### config.mk
export PLATFORM = sky130hd
export DESIGN_NAME = bdbc_bridge_ctrl
export DESIGN_NICKNAME = d
export VERILOG_FILES = /design/src/logic/bdbc_pkg.sv /design/src/logic/bdbc_bridge_ctrl.sv /design/src/logic/bdbc_timer.sv /design/src/logic/bdbc_gate_reg.sv
export SDC_FILE = /design/constraint.sdc
export NUM_CORES = 1
export LEC_CHECK = 0
export BUFFER_PORTS_ARGS = -buffer_cell sky130_fd_sc_hd__buf_4
export CORE_AREA = 3 3 100 102
export DETAILED_ROUTE_END_ITERATION = 8
export DIE_AREA = 0 0 103 105
export GPL_ROUTABILITY_DRIVEN = 0
export SLEW_MARGIN = 10
export SYNTH_ARGS = -nofsm -noshare
export SYNTH_HDL_FRONTEND = slang
export SYNTH_SLANG_ARGS = --single-unit
### constraint.sdc
create_clock -name ref_clk -period 2.2 [get_ports ref_clk]
set_input_delay 0.11 -clock ref_clk [delete_from_list [all_inputs] [get_ports ref_clk]]
set_output_delay 0.11 -clock ref_clk [all_outputs]
set_load 0.02 [all_outputs]
### src/logic/bdbc_pkg.sv
// Notes on behaviour
// - a high, b low drives forward; a low, b high drives reverse.
// - forward trip: out_a held low, out_b chopped in mixed decay.
// - reverse trip: out_a chopped in mixed decay, out_b held low.
// - both inputs high: both outputs low, slow-decay brake.
// - both inputs low: both outputs high impedance, coast.
// - standby after both inputs low over 1 ms; any high restarts timer.
// - standby shuts down charge pump and regulator, bridge kept off.
// - each on-period enables one diagonal source/sink pair.
// - current trip ends the on-period and starts a mixed-decay off-period.
// - off-period lasts fixed 25 us, then drive re-enables.
// - trip is ten times sense voltage above reference, from comparator.
// - overcurrent flagged only after persisting the qualification time.
// - output short pulls open-drain fault flag low while fault active.
// - retry grounded: outputs off, re-enabled after 2 ms timeout.
// - retry open: overcurrent fault latched, outputs kept off.
// - latch clears only on standby exit or power cycle.
// - variant without retry input always latches overcurrent faults.
// - undervoltage indication keeps all bridge outputs off.
// - over-temperature indication disables bridge until it clears.
// - off-period is fast decay for half, then slow decay.
// - drivers all off for crossover dead time between fast and slow.
// - synchronous rectification during decay, off at zero current.
package bdbc_pkg;
  localparam int CLK_MHZ    = 125;
  localparam int IDLE_US    = 1000;
  localparam int RETRY_US   = 2000;
  localparam int WAKE_US    = 30;
  localparam int OFF_NS     = 25000;
  localparam int BLANK_NS   = 3000;
  localparam int QUAL_NS    = 1000;
  localparam int DEAD_NS    = 400;
  localparam int CNT_W      = 12;
  localparam int LONG_W     = 18;
  localparam int IDLE_CYC   = IDLE_US * CLK_MHZ;
  localparam int RETRY_CYC  = RETRY_US * CLK_MHZ;
  localparam int WAKE_CYC   = WAKE_US * CLK_MHZ;
  localparam logic [CNT_W-1:0] OFF_CYC   = CNT_W'(OFF_NS * CLK_MHZ / 1000);
  localparam logic [CNT_W-1:0] HALF_CYC  = CNT_W'(OFF_NS * CLK_MHZ / 2000);
  localparam logic [CNT_W-1:0] BLANK_CYC = CNT_W'(BLANK_NS * CLK_MHZ / 1000);
  localparam logic [CNT_W-1:0] QUAL_CYC  = CNT_W'((QUAL_NS * CLK_MHZ + 999) / 1000);
  localparam logic [CNT_W-1:0] DEAD_CYC  = CNT_W'((DEAD_NS * CLK_MHZ + 999) / 1000);
  // gate request order {a_src, a_snk, b_src, b_snk}
  localparam logic [3:0] GATE_OFF   = 4'h0;
  localparam logic [3:0] GATE_AB    = 4'h9;
  localparam logic [3:0] GATE_BA    = 4'h6;
  localparam logic [3:0] GATE_LOWS  = 4'h5;
  typedef enum logic [7:0] {
    ST_IDLE  = 8'h01,
    ST_ON    = 8'h02,
    ST_FAST  = 8'h04,
    ST_DEAD  = 8'h08,
    ST_SLOW  = 8'h10,
    ST_BRAKE = 8'h20,
    ST_STBY  = 8'h40,
    ST_OFF   = 8'h80
  } bdbc_state_e;
endpackage : bdbc_pkg

### src/logic/bdbc_bridge_ctrl.sv
`timescale 1ns/100ps
module bdbc_bridge_ctrl #(
  parameter int IDLE_CYC  = bdbc_pkg::IDLE_CYC,
  parameter int RETRY_CYC = bdbc_pkg::RETRY_CYC,
  parameter bit RETRY_PIN = 1'b1
) (
  input  wire logic ref_clk,
  input  wire logic arst_n,
  input  wire logic drive_in_a,
  input  wire logic drive_in_b,
  input  wire logic current_trip,
  input  wire logic zero_current,
  input  wire logic overcurrent_detect,
  input  wire logic retry_select,
  input  wire logic undervoltage_lockout,
  input  wire logic over_temp,
  output logic      bridge_out_a_src,
  output logic      bridge_out_a_snk,
  output logic      bridge_out_b_src,
  output logic      bridge_out_b_snk,
  output logic      fault_flag_low_o,
  output logic      fault_flag_low_oe,
  output logic      standby_o
);
  bdbc_pkg::bdbc_state_e        st_r;
  bdbc_pkg::bdbc_state_e        st_nxt;
  bdbc_pkg::bdbc_state_e        dec_st;
  logic [bdbc_pkg::CNT_W-1:0]   cnt_r;
  logic [bdbc_pkg::CNT_W-1:0]   cnt_nxt;
  logic                         dir_r;
  logic                         dir_nxt;
  logic                         zc_r;
  logic                         zc_nxt;
  logic                         standby_r;
  logic                         standby_nxt;
  logic                         fault_r;
  logic                         fault_nxt;
  logic                         flag_o_r;
  logic [3:0]                   gate_req;
  logic                         cmd_fwd;
  logic                         cmd_rev;
  logic                         cmd_brk;
  logic                         cmd_cst;
  logic                         same_dir;
  logic                         inhibit;
  logic                         stby_exit;
  logic                         retry_mode;
  logic                         idle_done;
  logic                         qual_done;
  logic                         retry_done;

  assign cmd_fwd    = drive_in_a & ~drive_in_b;
  assign cmd_rev    = ~drive_in_a & drive_in_b;
  assign cmd_brk    = drive_in_a & drive_in_b;
  assign cmd_cst    = ~drive_in_a & ~drive_in_b;
  assign same_dir   = dir_r ? cmd_fwd : cmd_rev;
  assign stby_exit  = standby_r & ~cmd_cst;
  assign retry_mode = RETRY_PIN & ~retry_select;
  assign inhibit    = fault_r | undervoltage_lockout | over_temp;

  // idle timer restarts whenever either input is high
  bdbc_timer #(
    .W     (bdbc_pkg::LONG_W),
    .LIMIT (IDLE_CYC)
  ) u_idle (
    .ref_clk (ref_clk),
    .arst_n  (arst_n),
    .run     (cmd_cst & ~standby_r),
    .done    (idle_done)
  );

  bdbc_timer #(
    .W     (bdbc_pkg::CNT_W),
    .LIMIT (int'(bdbc_pkg::QUAL_CYC))
  ) u_qual (
    .ref_clk (ref_clk),
    .arst_n  (arst_n),
    .run     (overcurrent_detect),
    .done    (qual_done)
  );

  bdbc_timer #(
    .W     (bdbc_pkg::LONG_W),
    .LIMIT (RETRY_CYC)
  ) u_retry (
    .ref_clk (ref_clk),
    .arst_n  (arst_n),
    .run     (fault_r & retry_mode & ~qual_done),
    .done    (retry_done)
  );

  // standby and fault flags
  always_comb begin
    standby_nxt = standby_r;
    if (!cmd_cst) begin
      standby_nxt = 1'b0;
    end else if (idle_done) begin
      standby_nxt = 1'b1;
    end
    fault_nxt = fault_r;
    if (qual_done) begin
      fault_nxt = 1'b1;
    end else if ((retry_mode & retry_done) | stby_exit) begin
      fault_nxt = 1'b0;
    end
  end

  always_ff @(posedge ref_clk or negedge arst_n) begin
    if (!arst_n) begin
      standby_r <= 1'b0;
      fault_r   <= 1'b0;
      flag_o_r  <= 1'b0;
    end else begin
      standby_r <= standby_nxt;
      fault_r   <= fault_nxt;
      flag_o_r  <= 1'b0;
    end
  end

  // fresh decision from the command inputs
  always_comb begin
    if (cmd_fwd | cmd_rev) begin
      dec_st = bdbc_pkg::ST_ON;
    end else if (cmd_brk) begin
      dec_st = bdbc_pkg::ST_BRAKE;
    end else begin
      dec_st = bdbc_pkg::ST_IDLE;
    end
  end

  // chopper sequencer
  always_comb begin
    st_nxt  = st_r;
    cnt_nxt = cnt_r;
    dir_nxt = dir_r;
    zc_nxt  = zc_r;
    if (inhibit) begin
      st_nxt = bdbc_pkg::ST_OFF;
    end else if (standby_r) begin
      st_nxt = bdbc_pkg::ST_STBY;
    end else begin
      unique case (st_r)
        bdbc_pkg::ST_ON: begin
          if (!same_dir) begin
            st_nxt  = dec_st;
            cnt_nxt = '0;
            dir_nxt = cmd_fwd;
          end else if (cnt_r >= bdbc_pkg::BLANK_CYC && current_trip) begin
            st_nxt  = bdbc_pkg::ST_FAST;
            cnt_nxt = '0;
            zc_nxt  = 1'b0;
          end else if (cnt_r < bdbc_pkg::BLANK_CYC) begin
            cnt_nxt = cnt_r + 1'b1;
          end
        end
        bdbc_pkg::ST_FAST, bdbc_pkg::ST_DEAD, bdbc_pkg::ST_SLOW: begin
          if (!same_dir) begin
            st_nxt  = dec_st;
            cnt_nxt = '0;
            dir_nxt = cmd_fwd;
          end else begin
            cnt_nxt = cnt_r + 1'b1;
            if (zero_current) begin
              zc_nxt = 1'b1;
            end
            if (cnt_r == bdbc_pkg::HALF_CYC - 1'b1) begin
              st_nxt = bdbc_pkg::ST_DEAD;
            end else if (cnt_r == bdbc_pkg::HALF_CYC + bdbc_pkg::DEAD_CYC - 1'b1) begin
              st_nxt = bdbc_pkg::ST_SLOW;
            end else if (cnt_r == bdbc_pkg::OFF_CYC - 1'b1) begin
              st_nxt  = bdbc_pkg::ST_ON;
              cnt_nxt = '0;
              zc_nxt  = 1'b0;
            end
          end
        end
        bdbc_pkg::ST_IDLE, bdbc_pkg::ST_BRAKE, bdbc_pkg::ST_STBY, bdbc_pkg::ST_OFF: begin
          st_nxt  = dec_st;
          cnt_nxt = '0;
          dir_nxt = cmd_fwd;
          zc_nxt  = 1'b0;
        end
        default: begin
          st_nxt = bdbc_pkg::ST_OFF;
        end
      endcase
    end
  end

  always_ff @(posedge ref_clk or negedge arst_n) begin
    if (!arst_n) begin
      st_r  <= bdbc_pkg::ST_IDLE;
      cnt_r <= '0;
      dir_r <= 1'b1;
      zc_r  <= 1'b0;
    end else begin
      st_r  <= st_nxt;
      cnt_r <= cnt_nxt;
      dir_r <= dir_nxt;
      zc_r  <= zc_nxt;
    end
  end

  // gate pattern per sequencer state
  always_comb begin
    gate_req = bdbc_pkg::GATE_OFF;
    unique case (st_r)
      bdbc_pkg::ST_ON: begin
        gate_req = dir_r ? bdbc_pkg::GATE_AB : bdbc_pkg::GATE_BA;
      end
      bdbc_pkg::ST_FAST: begin
        if (!zc_r) begin
          gate_req = dir_r ? bdbc_pkg::GATE_BA : bdbc_pkg::GATE_AB;
        end
      end
      bdbc_pkg::ST_SLOW: begin
        if (!zc_r) begin
          gate_req = bdbc_pkg::GATE_LOWS;
        end
      end
      bdbc_pkg::ST_BRAKE: begin
        gate_req = bdbc_pkg::GATE_LOWS;
      end
      bdbc_pkg::ST_IDLE, bdbc_pkg::ST_DEAD, bdbc_pkg::ST_STBY, bdbc_pkg::ST_OFF: begin
        gate_req = bdbc_pkg::GATE_OFF;
      end
      default: begin
        gate_req = bdbc_pkg::GATE_OFF;
      end
    endcase
  end

  bdbc_gate_reg u_gate (
    .ref_clk  (ref_clk),
    .arst_n   (arst_n),
    .gate_req (gate_req),
    .a_src_r  (bridge_out_a_src),
    .a_snk_r  (bridge_out_a_snk),
    .b_src_r  (bridge_out_b_src),
    .b_snk_r  (bridge_out_b_snk)
  );

  assign fault_flag_low_o  = flag_o_r;
  assign fault_flag_low_oe = fault_r;
  assign standby_o         = standby_r;

  logic [3:0] gates;
  assign gates = {bridge_out_a_src, bridge_out_a_snk, bridge_out_b_src, bridge_out_b_snk};

  AST_COAST_HIZ: assert property (@(posedge ref_clk) disable iff (!arst_n)
    st_r == bdbc_pkg::ST_IDLE |=> gates == 4'h0) else $error("coast not high impedance");
  AST_BRAKE_LOW: assert property (@(posedge ref_clk) disable iff (!arst_n)
    st_r == bdbc_pkg::ST_BRAKE |=> gates == 4'h5) else $error("brake not both low");
  AST_STBY_OFF: assert property (@(posedge ref_clk) disable iff (!arst_n)
    standby_r |=> ##1 gates == 4'h0) else $error("bridge on in standby");
  AST_STBY_ENTRY: assert property (@(posedge ref_clk) disable iff (!arst_n)
    $rose(standby_r) |-> $past(cmd_cst) && $past(idle_done)) else $error("early standby");
  AST_TRIP_OFF: assert property (@(posedge ref_clk) disable iff (!arst_n)
    st_r == bdbc_pkg::ST_ON && same_dir && !inhibit && !standby_r && current_trip
    && cnt_r >= bdbc_pkg::BLANK_CYC |=> st_r == bdbc_pkg::ST_FAST) else $error("trip missed");
  AST_BLANK: assert property (@(posedge ref_clk) disable iff (!arst_n)
    st_r == bdbc_pkg::ST_ON && cnt_r < bdbc_pkg::BLANK_CYC |=> st_r != bdbc_pkg::ST_FAST)
    else $error("trip taken in blanking");
  AST_FAST_HALF: assert property (@(posedge ref_clk) disable iff (!arst_n)
    st_r == bdbc_pkg::ST_FAST && cnt_r == bdbc_pkg::HALF_CYC - 1'b1 && same_dir && !inhibit
    && !standby_r |=> st_r == bdbc_pkg::ST_DEAD) else $error("fast decay length wrong");
  AST_DEAD_OFF: assert property (@(posedge ref_clk) disable iff (!arst_n)
    st_r == bdbc_pkg::ST_DEAD |=> gates == 4'h0) else $error("drivers on in dead time");
  AST_OFF_END: assert property (@(posedge ref_clk) disable iff (!arst_n)
    st_r == bdbc_pkg::ST_SLOW && cnt_r == bdbc_pkg::OFF_CYC - 1'b1 && same_dir && !inhibit
    && !standby_r |=> st_r == bdbc_pkg::ST_ON ##1 gates != 4'h0) else $error("off-time wrong");
  AST_UNDERVOLT_OFF: assert property (@(posedge ref_clk) disable iff (!arst_n)
    undervoltage_lockout |-> ##2 gates == 4'h0) else $error("bridge on under undervoltage");
  AST_TEMP_OFF: assert property (@(posedge ref_clk) disable iff (!arst_n)
    over_temp |-> ##2 gates == 4'h0) else $error("bridge on when hot");
  // both ends of the 125-cycle qualification window must have seen the detector high
  AST_QUAL: assert property (@(posedge ref_clk) disable iff (!arst_n)
    $rose(fault_r) |-> $past(overcurrent_detect, 2) && $past(overcurrent_detect, 126))
    else $error("fault not qualified");
  AST_LATCH: assert property (@(posedge ref_clk) disable iff (!arst_n)
    fault_r && !retry_mode && !stby_exit |=> fault_r) else $error("latch lost");

  COV_TRIP: cover property (@(posedge ref_clk) disable iff (!arst_n)
    st_r == bdbc_pkg::ST_ON ##1 st_r == bdbc_pkg::ST_FAST);
  COV_STBY: cover property (@(posedge ref_clk) disable iff (!arst_n) $rose(standby_r));
  COV_RETRY: cover property (@(posedge ref_clk) disable iff (!arst_n)
    $fell(fault_r) && retry_mode);
endmodule : bdbc_bridge_ctrl

### src/logic/bdbc_timer.sv
`timescale 1ns/100ps
module bdbc_timer #(
  parameter int W     = 18,
  parameter int LIMIT = 1000
) (
  input  wire logic ref_clk,
  input  wire logic arst_n,
  input  wire logic run,
  output logic      done
);
  logic [W-1:0] cnt_r;
  logic [W-1:0] cnt_nxt;

  always_comb begin
    cnt_nxt = cnt_r;
    if (!run) begin
      cnt_nxt = '0;
    end else if (cnt_r < W'(LIMIT)) begin
      cnt_nxt = cnt_r + W'(1);
    end
  end

  always_ff @(posedge ref_clk or negedge arst_n) begin
    if (!arst_n) begin
      cnt_r <= '0;
    end else begin
      cnt_r <= cnt_nxt;
    end
  end

  assign done = (cnt_r == W'(LIMIT));
endmodule : bdbc_timer

### src/logic/bdbc_gate_reg.sv
`timescale 1ns/100ps
module bdbc_gate_reg (
  input  wire logic       ref_clk,
  input  wire logic       arst_n,
  input  wire logic [3:0] gate_req,
  output logic            a_src_r,
  output logic            a_snk_r,
  output logic            b_src_r,
  output logic            b_snk_r
);
  logic a_src_nxt;
  logic a_snk_nxt;
  logic b_src_nxt;
  logic b_snk_nxt;

  // a leg never gets source and sink together
  always_comb begin
    a_src_nxt = gate_req[3] & ~gate_req[2];
    a_snk_nxt = gate_req[2] & ~gate_req[3];
    b_src_nxt = gate_req[1] & ~gate_req[0];
    b_snk_nxt = gate_req[0] & ~gate_req[1];
  end

  always_ff @(posedge ref_clk or negedge arst_n) begin
    if (!arst_n) begin
      a_src_r <= 1'b0;
      a_snk_r <= 1'b0;
      b_src_r <= 1'b0;
      b_snk_r <= 1'b0;
    end else begin
      a_src_r <= a_src_nxt;
      a_snk_r <= a_snk_nxt;
      b_src_r <= b_src_nxt;
      b_snk_r <= b_snk_nxt;
    end
  end
endmodule : bdbc_gate_reg

==> results of run 1 <==
-- routing by layer --
layer  share of wire  global-route usage
met1            0.48               0.280
met2            0.48               0.312
met3           0.022              0.0267
met4           0.013              0.0675
met5               0                   0
-- synthesized netlist by cell type (13+ instances only) --
cell type,number
or3_1,13
o21ai_0,23
or4_1,17
dfrtp_1,74
nand3_1,31
a21oi_1,35
o31ai_1,16
nor2_1,33
ha_1,15
inv_1,29
nand4_1,15
nand2_1,29
nor3_1,14
-- cell usage in the layout, fill, tap and decap left out, types with 14 or more instances in the layout --
| cell type | synthesis | routed |
|---|---|---|
| o31ai_1 | 16 | 16 |
| nor3_1 | 14 | 14 |
| a21oi_1 | 35 | 35 |
| o21ai_0 | 23 | 23 |
| nand2_1 | 29 | 29 |
| ha_1 | 15 | 15 |
| buf_4 | 1 | 39 |
| nand3_1 | 31 | 31 |
| nand4_1 | 15 | 15 |
| or4_1 | 17 | 17 |
| nor2_1 | 33 | 33 |
| dfrtp_1 | 74 | 74 |
| inv_1 | 29 | 29 |
-- worst register-to-register path, delay by kind of cell (launching register included) --
| kind | cells | cell delay [ps] |
|---|---|---|
| AOI/OAI and AO/OA | 4 | 990 |
| buffers and inverters | 1 | 170 |
| DFF | 1 | 430 |
| and+or+nand+nor | 1 | 410 |
-- power by group --
part,internal [µW],switching [µW],leakage [µW]
Sequential,1480,123,0.00103
Combinational,182,225,0.000960
Clock,647,530,0.000112
Total,2310,878,0.00210
-- metrics by stage --
| stage | setup TNS [ps] | hold slack [ps] | total power, µW | setup slack [ps] | cell area (µm²) |
|---|---|---|---|---|---|
| 6_report | 0 | 88.8 | 3180 | 80.1 | 5160 |
| 5_1_grt | -12.6 | 74.2 | 3340 | -6.78 | 5160 |
| 4_1_cts | 0 | 63.7 | 3200 | 49.8 | 5130 |
| 3_5_place_dp | 0 | 69.0 | 2010 | 68.1 | 4870 |
| 3_3_place_gp | 0 | 64.0 | 2000 | 132 | 4870 |
| 2_1_floorplan | 0 | -186 | 1860 | 256 | 4510 |
-- timing repair --
action                     4_1_cts  5_1_grt
hold endpoints to repair        32        0
gates resized for setup          0        5
hold buffers                     4        0
setup endpoints to repair        0       20
buffers inserted                 0        1
-- final timing paths --
kind,slack (ps),endpoint,from,depth (start not counted)
setup / recovery,80,u_idle.cnt_r[14],u_idle.cnt_r[9],6
max in group asynchronous,1340,dir_r,arst_n,3
hold reg to reg,490,u_qual.cnt_r[9],u_qual.cnt_r[9],1
setup reg to reg,80,u_idle.cnt_r[14],u_idle.cnt_r[9],6
hold / removal,90,st_r[6],undervoltage_lockout,3
min in group asynchronous,230,u_gate.a_snk_r,arst_n,2
-- layout make-up --
class / instances / area [µm²] / share of cell area
inverter: 30 / 113 / 0.0218
clock buffer: 13 / 179 / 0.0347
timing repair buffer: 44 / 353 / 0.0683
tap: 111 / 139 / 0.0269
multi-input combinational: 371 / 2430 / 0.471
clock inverter: 3 / 42.5 / 0.00824
sequential: 76 / 1900 / 0.369
-- cell families (layout without fill, tap and decap cells) --
group	after synthesis	after routing
muxes	8	8
other	1	1
xor gates and xnor gates	11	11
adders and majority gates	15	15
buffers and inverters	49	90
and+or+nand+nor	210	210
DFF	76	76
AOI/OAI and AO/OA	126	126
-- registers in the layout, indices dropped and copies added, names as in the netlist --
register	flops
cnt_r	12
u_qual.cnt_r	12
st_r	8
fault_flag_low_oe	1
dir_r	1
u_gate.a_snk_r	1
standby_o	1
u_gate.b_src_r	1
u_idle.cnt_r	18
u_gate.a_src_r	1
zc_r	1
u_gate.b_snk_r	1
u_retry.cnt_r	18
==> results.py, run 1 <==
metrics = {
    "outcome": {
        "status": "completed",
    },
    "routing": {
        "drt_first_iter_violations": 212,
        "first_pass_iters": 4,
        "routedWlPerCell_um": 16.0,
        "drc": 0,
        "ant_nets": 0,
        "wirelength_um": 10400,
        "vias_per_cell": 6.02,
        "vias": 3904,
    },
    "yosys": {
        "avgSynthCellArea_um2": 9.10,
        "yosysTopAreaCell": "dfrtp_1",
        "ys_ff_latch": 76,
        "syn_inst": 496,
        "yosysSeqAreaShare": 0.422,
        "synth_compound_area_frac": 0.189,
        "synth_edf_count": 0,
        "synth_top_area_share": 0.410,
        "synth_top_family_by_area": "simple AND/OR/NAND/NOR gates",
        "synth_fa_ha_area_frac": 0.0416,
        "synthMuxAreaShare": 0.0180,
        "yosys.area_share.simple": 0.264,
        "synth.distinct_cells": 61,
        "yosys_warnings": 0,
        "synth_xor_area_frac": 0.0213,
        "syn_nets": 521,
        "syn-cell-area_um2": 4510,
        "synth_ff_type": "dfrtp_1",
        "synthTopCellsByArea": "dfrtp_1, ha_1, a21oi_1",
        "postSynth.asyncResetShare": 1.00,
    },
    "clock_tree": {
        "htree_levels": 3,
        "clkTransAtPathRegs_ps": 80,
        "insertion_delay_ps": 350,
        "clockBufferDepth": 2,
        "cts-root-buf": "clkbuf_8",
        "cts_tree": "yes",
        "cts_buffers": 9,
        "cts_sinks": 76,
    },
    "timing": {
        "period_share": 0.964,
        "hold_viol_final": 0,
        "max_freq_mhz": 472,
        "relSlewSlack": 0.557,
        "fin_skew_ps": 7.20,
        "worst_slew_pin_slew_ps": 658,
        "finalSetupViolCount": 0,
        "period_minus_slack_ps": 2120,
        "maxSlewViolCount": 0,
    },
    "cells_and_area": {
        "n_fill_cell": 839,
        "stdcell_count": 648,
        "final_util": 0.561,
        "drive_above_1_share": 0.136,
        "nets": 557,
        "n_antenna_cell": 0,
        "area_growth_pct": 14.4,
    },
    "pwr": {
        "pwr_density_cell_nw_per_um2": 617,
        "leakage_uw": 0.00210,
        "vdd_drop_max_v": 0.000258,
    },
    "grt": {
        "groute.usage.overall": 0.199,
        "grt_pass1_vias": 3747,
        "grt_pass1_wl_um": 17500,
        "grt_max_degree": 49,
        "grt.overflow.total": 0,
        "antenna_found_initial": 0,
    },
    "placement": {
        "dpl.cell_count": 627,
        "io_buffers": 15,
        "dp_hpwl_um": 7320,
    },
    "floorplanning": {
        "io_pins": 17,
        "die_h_um": 105,
        "die_w_um": 103,
        "core_area_um2": 9200,
        "start_util": 0.491,
        "std_cell_rows": 35,
        "dieArea_um2": 10800,
    },
    "setup_path": {
        "crit_fanout": 12,
        "worstPathRequired_ps": 2420,
        "crit_buf_inv": 1,
        "cp_slowest_cell": "dfrtp_1",
        "cp.arrival_ps": 2340,
        "critPathMaxStageDelay_ps": 430,
        "critPathTopFamily": "compound AO/OA/AOI/OAI gates",
        "critPathKind": "flop to flop",
        "crit_chain": "or3_1 -> o21a_1 -> o21a_2 -> buf_4 -> o311ai_0 -> o41ai_1",
        "startpoint_type": "flop",
        "end_kind": "flop",
    },
    "job": {
        "maxCapViolCount": 0,
    },
    "hold_path": {
        "min_path_type": "primary input to flop",
    },
}
Note: power is estimated with default switching activity, not from simulation.
==> run 2: changes to the inputs <==
--- a/config.mk
+++ b/config.mk
@@ -10,6 +10,7 @@
 export DETAILED_ROUTE_END_ITERATION = 8
 export DIE_AREA = 0 0 103 105
 export GPL_ROUTABILITY_DRIVEN = 0
+export RECOVER_POWER = 50
 export SLEW_MARGIN = 10
 export SYNTH_ARGS = -nofsm -noshare
 export SYNTH_HDL_FRONTEND = slang
==> run 2 against run 1 <==
Compared with the run above:
- the run now ends with capacitance limit, slew limit left
- global-route usage unchanged
- core utilization decreased by 0.18 points
- register-to-register slack about the same
- clock power hardly changed
- critical path depth stayed put
- hold slack got worse by 0.65 ps
- non-clock buffer count unchanged
- critical path type unchanged
- critical endpoint unchanged
- largest cell class unchanged
- highest routed layer unchanged
==> results.py, run 2 (same netlist as run 1, synthesis figures left out) <==
metrics = {
    "clock_tree": {
        "cts_sinks": 76,
        "insertion_delay_ps": 350,
        "clockBufferDepth": 2,
        "cts_tree": "yes",
        "cts-root-buf": "clkbuf_8",
        "clkTransAtPathRegs_ps": 80,
        "htree_levels": 3,
        "cts_buffers": 9,
    },
    "floorplanning": {
        "dieArea_um2": 10800,
        "die_h_um": 105,
        "start_util": 0.491,
        "io_pins": 17,
        "std_cell_rows": 35,
        "die_w_um": 103,
        "core_area_um2": 9200,
    },
    "job": {
        "maxCapViolCount": 1,
    },
    "pwr": {
        "vdd_drop_max_v": 0.000258,
        "total_power_uw": 3180,
        "leakage_uw": 0.00209,
        "pwr_density_cell_nw_per_um2": 617,
    },
    "setup_path": {
        "rr_startpoint": "u_idle.cnt_r[9]",
        "critPathKind": "flop to flop",
        "worstPathRequired_ps": 2420,
        "end_kind": "flop",
        "startpoint_type": "flop",
        "crit_fanout": 12,
        "cp.arrival_ps": 2340,
        "crit_start": "u_idle.cnt_r[9]",
    },
    "cells_and_area": {
        "final_cell_mix": "dfrtp_1, buf_4, a21oi_1",
        "area_growth_pct": 14.0,
        "stdcell_area_um2": 5150,
        "final_util": 0.560,
        "stdcell_count": 648,
        "drive_above_1_share": 0.132,
        "reg.largest.list": "u_idle.cnt_r (18), u_retry.cnt_r (18)",
        "n_antenna_cell": 0,
        "final_common_cell": "dfrtp_1",
        "nets": 557,
    },
    "timing": {
        "period_share": 0.962,
        "worst_slew_pin_slew_ps": 1630,
        "tns_ps": 0,
        "finalSetupViolCount": 0,
        "hold_viol_final": 0,
        "relSlewSlack": -0.0850,
        "fin_skew_ps": 8.85,
        "period_minus_slack_ps": 2120,
        "maxSlewViolCount": 30,
        "max_freq_mhz": 472,
    },
    "outcome": {
        "status": "finished, violations left",
        "violations": "capacitance limit, slew limit",
    },
    "routing": {
        "drc": 0,
        "drt_first_iter_violations": 199,
        "vias": 3893,
        "wirelength_um": 10400,
        "routedWlPerCell_um": 16.0,
        "first_pass_iters": 4,
        "vias_per_cell": 6.01,
        "ant_nets": 0,
    },
    "placement": {
        "io_buffers": 15,
        "dpl.cell_count": 627,
        "dp_hpwl_um": 7320,
        "postPlaceCellArea_um2": 4870,
    },
    "hold_path": {
        "min_path_type": "primary input to flop",
        "min_from": "undervoltage_lockout",
    },
    "grt": {
        "grt_pass1_vias": 3747,
        "grt.overflow.total": 0,
        "grt_pass1_wl_um": 17500,
        "groute.usage.overall": 0.199,
        "antenna_found_initial": 0,
        "grt_max_degree": 49,
    },
}
run 2: changes by cell type in the layout (fill, tap and decap cells not counted), sizes merged:
cell	previous run	this run
buf	40	38
clkbuf	13	15
run 2: final timing paths:
kind                                          to  slack [ps]  cells past startpoint
worst min-delay path                     st_r[6]          90                      3
max in group asynchronous                  dir_r         320                      3
worst min register to register  u_idle.cnt_r[16]         490                      1
worst max register to register  u_idle.cnt_r[14]          80                      6
min in group asynchronous         u_gate.a_snk_r         710                      2
worst max-delay path            u_idle.cnt_r[14]          80                      6
run 2: worst max-delay path: stages (launching register included):
cell      delay, ps
dfrtp_1         430
or3_1           410
o21a_1          220
o21a_2          290
buf_4           170
o311ai_0        340
o41ai_1         140
run 2: where the power goes:
group	total, µW	internal (µW)	switching, µW	leakage, µW
Clock	1180	647	528	0.000112
Sequential	1600	1480	122	0.00103
Combinational	404	178	225	0.000946
run 2: cell type report:
cell class,count,area (µm²)
fillers,844,4050
clock buffers,13,179
well taps,111,139
repair buffers,44,337
clock inverters,3,42.5
inverters,30,113
multi-input cells,371,2430
flip-flops and latches,76,1900
run 2: metal layers:
| metal | vias up | track usage | part of all wire |
|---|---|---|---|
| met3 | 9 | 0.0267 | 0.020 |
| met5 | - | 0 | 0 |
| met4 | 0 | 0.0675 | 0.011 |
| met2 | 47 | 0.312 | 0.48 |
| li1 | 1937 | - | - |
| met1 | 1900 | 0.280 | 0.48 |
run 2: stage by stage:
step                hold WS (ps)  worst slack, ps
finish                      88.1             83.4
global route                74.2            -6.78
CTS                         63.7             49.8
detailed placement          69.0             68.1
global placement            64.0              132
floorplan                   -186              256
run 2: timing repair:
| item | 4_1_cts | 5_1_grt |
|---|---|---|
| buffers inserted | 0 | 1 |
| endpoints found under the setup margin | 0 | 20 |
| gates resized for setup | 0 | 5 |
| hold buffers | 4 | 0 |
| endpoints found under the hold margin | 32 | 0 |
